`src/pgss_defines.svh`:
```
// Constants of the power-good start-up sequencer.
`ifndef PGSS_DEFINES_SVH
`define PGSS_DEFINES_SVH

// Pin function codes.
`define PGSS_FUNC_NONE 2'h0
`define PGSS_FUNC_POWER_DOWN_REQUEST_N 2'h1
`define PGSS_FUNC_RESTART 2'h2

// Least low time of the power-good pin, in ns, and the core clock period.
`define PGSS_HOLD_NS 200000
`define PGSS_CLK_NS 40
`define PGSS_HOLD_CYCLES ((`PGSS_HOLD_NS + `PGSS_CLK_NS - 1) / `PGSS_CLK_NS)

`endif

```
`src/pgss_pkg.sv`:
```
// Types of the power-good start-up sequencer.
`default_nettype none
package pgss_pkg;

  // Sequencer states.
  typedef enum logic [2:0] {
    PGSS_WAIT_SUPPLY,
    PGSS_PAUSED,
    PGSS_LOAD,
    PGSS_RUN,
    PGSS_POWER_DOWN,
    PGSS_RESTART
  } pgss_state_type;

  // Requests to the configuration loader.
  typedef struct packed {
    logic load_req;
    logic [1:0] load_sel;
  } pgss_load_type;

endpackage
`default_nettype wire

```
`src/pgss_sequencer.sv`:
```
// Start-up, power-down and restart sequencer driven by a power-good pin.
`timescale 1ns/1ps
`default_nettype none
`include "pgss_defines.svh"

//////////////////////////////////////////////////////////////////////////////
module pgss_sequencer #(
  parameter int HOLD_CYCLES = `PGSS_HOLD_CYCLES
) (
  // Clock and power-on reset.
  input wire logic core_clk,
  input wire logic rst_n,
  // Configuration of the general purpose pin and the select pins.
  input wire logic [1:0] pin_function,
  input wire logic [1:0] config_select,
  // Supply status and the power-good pin from the controller.
  input wire logic supplies_valid,
  input wire logic power_is_good,
  // Loader handshake.
  output pgss_pkg::pgss_load_type load_cmd,
  input wire logic load_done,
  // Device controls.
  output logic analog_pll_enable,
  output logic outputs_enable,
  output logic core_reset_n,
  output logic config_error
);

  //////////////////////////////////////////////////////////////////////////
  // Three-stage input sampling of the pin.
  logic [2:0] sync_reg;
  logic [2:0] sync_next;
  logic pin_level_reg;
  logic pin_level_next;

  // Shift in the pin; the level moves once the later two stages agree.
  always_comb begin
    sync_next = {sync_reg[1:0], power_is_good};
    pin_level_next = pin_level_reg;
    if (sync_reg[2] == sync_reg[1]) begin
      pin_level_next = sync_reg[2];
    end
  end

  // Pin sampling registers.
  always_ff @(posedge core_clk or negedge rst_n) begin
    if (!rst_n) begin
      sync_reg <= 3'h0;
      pin_level_reg <= 1'b0;
    end else begin
      sync_reg <= sync_next;
      pin_level_reg <= pin_level_next;
    end
  end

  //////////////////////////////////////////////////////////////////////////
  // Sequencer.
  pgss_pkg::pgss_state_type state_reg;
  pgss_pkg::pgss_state_type state_next;
  logic loaded_reg;
  logic loaded_next;
  logic [1:0] sel_reg;
  logic [1:0] sel_next;
  logic req_reg;
  logic req_next;
  logic [17:0] hold_reg;
  logic [17:0] hold_next;
  logic use_pin;
  logic bad_func;
  logic hold_done;

  // Both functions at once, or an unknown code, leaves the pin unused.
  assign bad_func = (pin_function != `PGSS_FUNC_NONE) &&
                    (pin_function != `PGSS_FUNC_POWER_DOWN_REQUEST_N) &&
                    (pin_function != `PGSS_FUNC_RESTART);
  assign use_pin = (pin_function == `PGSS_FUNC_POWER_DOWN_REQUEST_N) ||
                   (pin_function == `PGSS_FUNC_RESTART);
  // The low-time count is met once it reaches the parameter; the count
  // saturates there, so HOLD_CYCLES must fit in the 18-bit counter.
  assign hold_done = (hold_reg >= 18'(HOLD_CYCLES));

  // Next state, load request and low-time counter.
  always_comb begin
    state_next = state_reg;
    loaded_next = loaded_reg;
    sel_next = sel_reg;
    req_next = 1'b0;
    hold_next = hold_reg;
    // Count cycles of low pin with supplies valid. A supply loss starts the
    // count again, so a rise that comes before the least low time has run
    // out is not acted upon until the pin has been low long enough.
    if (!supplies_valid) begin
      hold_next = 18'h0;
    end else if (!pin_level_reg && !hold_done) begin
      hold_next = hold_reg + 18'h1;
    end
    unique case (state_reg)
      pgss_pkg::PGSS_WAIT_SUPPLY: begin
        if (supplies_valid) begin
          state_next = use_pin ? pgss_pkg::PGSS_PAUSED
                               : pgss_pkg::PGSS_LOAD;
          req_next = !use_pin;
          sel_next = config_select;
        end
      end
      pgss_pkg::PGSS_PAUSED: begin
        // Held here while the pin is low.
        if (pin_level_reg && supplies_valid && hold_done) begin
          if (loaded_reg &&
              pin_function == `PGSS_FUNC_POWER_DOWN_REQUEST_N) begin
            state_next = pgss_pkg::PGSS_RUN;
          end else begin
            state_next = pgss_pkg::PGSS_LOAD;
            req_next = 1'b1;
            sel_next = config_select;
          end
        end
      end
      pgss_pkg::PGSS_LOAD: begin
        req_next = !load_done;
        if (load_done) begin
          loaded_next = 1'b1;
          state_next = pgss_pkg::PGSS_RUN;
        end
      end
      pgss_pkg::PGSS_RUN: begin
        if (!supplies_valid) begin
          state_next = pgss_pkg::PGSS_WAIT_SUPPLY;
        end else if (use_pin && !pin_level_reg) begin
          state_next = (pin_function == `PGSS_FUNC_POWER_DOWN_REQUEST_N)
                       ? pgss_pkg::PGSS_POWER_DOWN
                       : pgss_pkg::PGSS_RESTART;
        end
      end
      pgss_pkg::PGSS_POWER_DOWN: begin
        if (pin_level_reg) begin
          state_next = pgss_pkg::PGSS_RUN;
        end
      end
      pgss_pkg::PGSS_RESTART: begin
        // Forget the configuration so the next rise reloads it.
        loaded_next = 1'b0;
        state_next = pgss_pkg::PGSS_PAUSED;
      end
      default: begin
        state_next = pgss_pkg::PGSS_WAIT_SUPPLY;
      end
    endcase
  end

  // Sequencer registers.
  always_ff @(posedge core_clk or negedge rst_n) begin
    if (!rst_n) begin
      state_reg <= pgss_pkg::PGSS_WAIT_SUPPLY;
      loaded_reg <= 1'b0;
      sel_reg <= 2'h0;
      req_reg <= 1'b0;
      hold_reg <= 18'h0;
    end else begin
      state_reg <= state_next;
      loaded_reg <= loaded_next;
      sel_reg <= sel_next;
      req_reg <= req_next;
      hold_reg <= hold_next;
    end
  end

  //////////////////////////////////////////////////////////////////////////
  // Output controls.
  logic pll_on_reg;
  logic pll_on_next;
  logic out_en_reg;
  logic out_en_next;
  logic core_reset_n_reg;
  logic core_reset_n_next;

  // Controls are worked out from the next state, so they switch at the
  // same edge as the state and come straight from flip-flops.
  always_comb begin
    pll_on_next = (state_next == pgss_pkg::PGSS_LOAD) ||
                  (state_next == pgss_pkg::PGSS_RUN);
    out_en_next = (state_next == pgss_pkg::PGSS_RUN);
    core_reset_n_next = (state_next != pgss_pkg::PGSS_RESTART);
  end

  // Output control registers; reset leaves the clocks gated, the PLL off.
  always_ff @(posedge core_clk or negedge rst_n) begin
    if (!rst_n) begin
      pll_on_reg <= 1'b0;
      out_en_reg <= 1'b0;
      core_reset_n_reg <= 1'b1;
    end else begin
      pll_on_reg <= pll_on_next;
      out_en_reg <= out_en_next;
      core_reset_n_reg <= core_reset_n_next;
    end
  end

  // Loader request and the select captured when the load began.
  always_comb begin
    load_cmd.load_req = req_reg;
    load_cmd.load_sel = sel_reg;
  end

  // Drive the device controls.
  assign analog_pll_enable = pll_on_reg;
  assign outputs_enable = out_en_reg;
  assign core_reset_n = core_reset_n_reg;
  // The error flag follows the static function code with no delay.
  assign config_error = bad_func;

endmodule
`default_nettype wire

```
`config.mk`:
```
export PLATFORM = sky130hd
export DESIGN_NAME = pgss_sequencer
export DESIGN_NICKNAME = d
export VERILOG_FILES = /design/src/pgss_pkg.sv /design/src/pgss_sequencer.sv
export VERILOG_INCLUDE_DIRS = /design/src
export SDC_FILE = /design/constraint.sdc
export NUM_CORES = 1
export LEC_CHECK = 0
export BUFFER_PORTS_ARGS = -buffer_cell sky130_fd_sc_hd__buf_2
export CORE_ASPECT_RATIO = 0.6
export CORE_UTILIZATION = 58
export DETAILED_ROUTE_END_ITERATION = 7
export PLACE_DENSITY = 0.78
export SLEW_MARGIN = 20
export SYNTH_ARGS = -nofsm -noshare
export SYNTH_HDL_FRONTEND = slang
export SYNTH_SLANG_ARGS = --single-unit
```
`constraint.sdc`:
```
create_clock -name core_clk -period 2.01 [get_ports core_clk]
set_input_delay 0 -clock core_clk [delete_from_list [all_inputs] [get_ports core_clk]]
set_output_delay 0 -clock core_clk [all_outputs]
set_load 0.02 [all_outputs]
```
# ---- Word-level counts from Yosys, hierarchy flattened
# Cells that the tools add are included.
dict set report classes {
  add_sub_neg 1
  n_lt_le_gt_ge 1
  eq_ne 18
  n_mux 22
  n_reduce_logical 19
}
# op count
set op_table {}
lappend op_table {{18-bit two-way mux} 2}
lappend op_table {{18-bit by 1-bit adder with 18-bit output (second input constant)} 1}
lappend op_table {{18-bit by 13-bit >= comparator with 1-bit output (second input constant)} 1}
lappend op_table {{3-bit two-way mux} 6}
lappend op_table {{3-bit one-hot mux with 6 select lines} 1}
lappend op_table {{3-bit by 2-bit == test with 1-bit output (second input constant)} 4}
lappend op_table {{2-bit != test (second input constant)} 5}
lappend op_table {{2-bit two-way mux} 4}
lappend op_table {{1-bit logical AND} 7}
lappend op_table {{3-bit == test (second input constant)} 2}
lappend op_table {{1-bit two-way mux} 6}
lappend op_table {{2-bit nonzero test} 3}
lappend op_table {{1-bit zero test} 4}
lappend op_table {{2-bit by 1-bit != test with 1-bit output (second input constant)} 2}
lappend op_table {{2-bit one-hot mux with 2 select lines} 1}
lappend op_table {{4-bit AND reduction} 1}
lappend op_table {{3-bit by 1-bit == test with 1-bit output (second input constant)} 1}
lappend op_table {{3-bit zero test} 1}
lappend op_table {{3-bit != test (second input constant)} 1}
lappend op_table {{1-bit one-hot mux with 3 select lines} 1}
lappend op_table {{2-bit by 1-bit == test with 1-bit output (second input constant)} 1}
lappend op_table {{2-bit == test (second input constant)} 1}
lappend op_table {{1-bit logical OR} 2}
lappend op_table {{1-bit one-hot mux with 2 select lines} 1}
lappend op_table {{other kinds (2)} 2}
dict set report word_totals {
  ff_bits 32
  inputBits 9
  wordCells 71
}

# ---- Longest topological paths before layout
dict set report logic_depth {
  word_depth 8
  mapped_depth 8
}

# ---- Least setup slack after synthesis
# No wires, ideal clock.
dict set report synth_path {
  kind {register -> register}
  startpoint {register hold_reg[3]}
  endpoint {register hold_reg[11]}
  arrival_time_ns 1.581
  required_ns 1.881
  setup_slack_ns 0.299
  path_stages_with_launch 7
  path_cell_list {dfrtp_1 > nor4_4 > o21ai_2 > buf_6 > a2111oi_2 > xnor2_1 > nor2_1}
}
dict set report synth_via {
  elab_chain_len 4
  elab_cells_between_ends 7
  classes_between {1 x add/sub; 1 x order compare; 1 x eq/ne; 2 x mux; 2 x reduce/logical}
}
# element line
set synth_lines {}
lappend synth_lines {{start: declaration} pgss_sequencer.sv:66} ;# logic [17:0] hold_reg;
lappend synth_lines {{start signal: assignment} pgss_sequencer.sv:164} ;# hold_reg <= hold_next;
lappend synth_lines {{18-bit by 13-bit >= comparator with 1-bit output} pgss_sequencer.sv:80} ;# assign hold_done = (hold_reg >= 18'(HOLD_CYCLES));
lappend synth_lines {{1-bit zero test} pgss_sequencer.sv:94} ;# end else if (!pin_level_reg && !hold_done) begin
lappend synth_lines {{1-bit logical AND} pgss_sequencer.sv:94}
lappend synth_lines {{2-bit by 1-bit != test with 1-bit output (no source line)} n/a}
# Parallel ways exist; a longest one is shown, timed or not. The select of a mux whose other input is x is not followed.
# A chain may end at the register's enable or synchronous reset.

# ---- Final worst setup path
dict set report layout_path {
  startpoint {register loaded_reg}
  endpoint {register sel_reg[1]}
}
dict set report layout_via {
  elab_chain_len 3
}
# element line
set layout_lines {}
lappend layout_lines {{start: declaration} pgss_sequencer.sv:60} ;# logic loaded_reg;
lappend layout_lines {{start signal: assignment} pgss_sequencer.sv:161} ;# loaded_reg <= loaded_next;
lappend layout_lines {{1-bit logical AND (no source line)} n/a}
lappend layout_lines {{2-bit != test (no source line)} n/a}
lappend layout_lines {{4-bit AND reduction (no source line)} n/a}
lappend layout_lines {{end signal: assignment} pgss_sequencer.sv:162} ;# sel_reg <= sel_next;
lappend layout_lines {{end: declaration} pgss_sequencer.sv:62} ;# logic [1:0] sel_reg;
# Every way passes these cells.

==> results.ini <==
[status]
status=finished clean

[sta]
tns_ns=0
hold_viol=0
period_needed_ns=1.88
fin_crit_sh_pct=93.7
tightest_slew_ns=0.681
finalSetupViolations=0
drv_slew=0
skew_ns=0.00790
relSlewSlack_pct=54.6
fmax_mhz=531
rsz0062_at_grt=false

[worst_setup_path]
r2r_start=loaded_reg
critPathCaptureType=flip-flop
path_max_fanout=3
worstPathRequired_ns=2.18
cp-startpoint=loaded_reg
worst_ep_arrival_time_ns=2.06
crit_type=reg -> reg
startpoint_type=flip-flop

[logic_synthesis]
syn_area_per_cell_um2=10.5
yosysSeqAreaShare_pct=46.0
synth-simple-area-share_pct=20.5
netlist_top_cells_area=dfrtp_1, xnor2_1, a21oi_1, a2111oi_4, nor2_1
synth_top_area_share_pct=44.5
synth_nets=179
synth_edf_count=0
synth_top_family_by_area=simple AND/OR/NAND/NOR gates
ys_warn_count=0
synth_compound_gate_area_share_pct=17.2
yosys.area_share.xor_xnor_pct=4.52
ys.flop_type=dfrtp_1
synth_top_area_cell=dfrtp_1
synthMuxAreaShare_pct=2.51
synthesis.area_um2=1740
synth_cells=166
synthAdderAreaFrac_pct=3.45
ys_types=47
synth-seq-cells=32
async_flop_share_pct=100

[final_layout]
multi_input_area_um2=846
area_growth_pct=13.9
final_common_cell=dfrtp_1
fillers=184
fin_area_um2=1980
nNetsFinal=201
seq_area_um2=802
antenna_cells=0
largest_register_ffs=18
drive_gt1_share_pct=23.8
final_cell_mix=dfrtp_1, buf_2, nor2_1, nand2_1

[global_routing]
grt_pass1_vias=1193
grt-ovfl-total=0
grt_pass1_wl_mm=5.95
antenna_found_initial=0
grt_max_degree=33
track_usage_pct=25.6

[clock_network]
ctsHtreeMaxLevel=2
clock_path_buffers=2
cts_buffers=5
cts_root_buffer=clkbuf_8
postCtsSetupBuffers=0
clk_pin_slew_ns=0.07
tritoncts=done
cts_sinks=32
clk-insertion-delay-late_ns=0.28

[run]
cap_violations=0

[route]
via_per_inst=5.86
drt-initial-drc-count=136
routed-via-count=1343
ant_nets=0
drc_errors=0
drtPass1Iterations=4
drt-total-wl_mm=3.56
wl_per_cell_um=15.6

[placed_design]
place_area_um2=1840
place.gp.congestion=0.848
io_buffers=15
hpwl_mm=2.50

[floorplanning]
io_pins=16
die_area_um2=3240
die_x_um=72.8
die_h_um=44.5
start_util_pct=65.0
core_region_area_um2=2680
rows=14

[hold_path]
worstHoldStart=load_done
hp-class=in -> reg

[power]
irDropWorstVdd_mv=0.842
power.leakage_nw=0.859
power_per_cell_area_nw_per_um2=878

[critical path: stages (launching register included)]
cell	delay [ns]
dfrtp_1	0.38
and2_1	0.19
nand2b_1	0.15
a2111o_1	0.41
a21oi_1	0.27
mux2_2	0.38
[worst paths after layout]
kind	slack, ns	to	cells after the start
max	0.13	sel_reg[1]	5
min	0.05	loaded_reg	3
max reg2reg	0.13	sel_reg[1]	5
min reg2reg	0.39	sync_reg[1]	0
max in group asynchronous	1.28	state_reg[0]	2
min in group asynchronous	0.28	loaded_reg	2
[cell type report]
cell class	instances	area share (%)
clock buffers	6	4.16
clock inverters	2	0.504
inverters	11	2.08
multi-input cells	114	42.6
flip-flops and latches	32	40.4
well taps	40	2.52
repair buffers	24	7.69
[metrics by stage]
step / std cells / setup slack [ns] / power, mW / hold WS (ns) / util (%)
2_1_floorplan: 166 / 0.299 / 1.13 / -0.296 / -
3_3_place_gp: 217 / 0.131 / 1.23 / 0.0711 / 68.8
3_5_place_dp: 217 / 0.0851 / 1.24 / 0.0832 / 68.8
4_1_cts: 229 / 0.0559 / 1.74 / 0.0570 / 73.8
5_1_grt: 229 / 0.0590 / 1.85 / 0.0874 / 74.0
6_report: 229 / 0.126 / 1.74 / 0.0463 / 74.0
[routing by layer]
layer	global-route usage (%)	vias to the layer above	routed length, um
li1	-	623	-
met5	0	-	0
met4	11.4	0	62
met3	6.83	10	228
met2	35.7	56	1570
met1	37.6	654	1700
[report_power, final]
part           internal (mW)  switching [mW]
logic                  0.183           0.237
clock network          0.273           0.228
registers              0.724          0.0989
total                   1.18           0.563
[synth_stat cells (all sizes together), types with 2 or more instances]
library cell / number
nand3: 5
mux2: 3
a22o: 2
a21oi: 12
nand2: 13
nor2b: 2
dfrtp: 31
o21ai: 5
a211oi: 5
xnor2: 9
nand3b: 3
nor3b: 3
or3: 2
nand4: 2
buf: 2
o22ai: 2
and3: 2
inv: 11
nor3: 3
ha: 4
clkbuf: 6
nor2: 14
a2111oi: 4
and2: 7
[cells by family after synthesis]
group	Yosys count
AOI/OAI and AO/OA	36
buffers and inverters	20
muxes	4
DFF	32
and+or+nand+nor	60
adders and majority gates	5
xor gates and xnor gates	9
[repair_timing]
item                                    4_1_cts  5_1_grt
hold buffers                                  4        0
endpoints found under the hold margin        34        0
endpoints found under the setup margin        0        1
gates resized for setup                       0        1
Power figures use the tool's default switching activity.
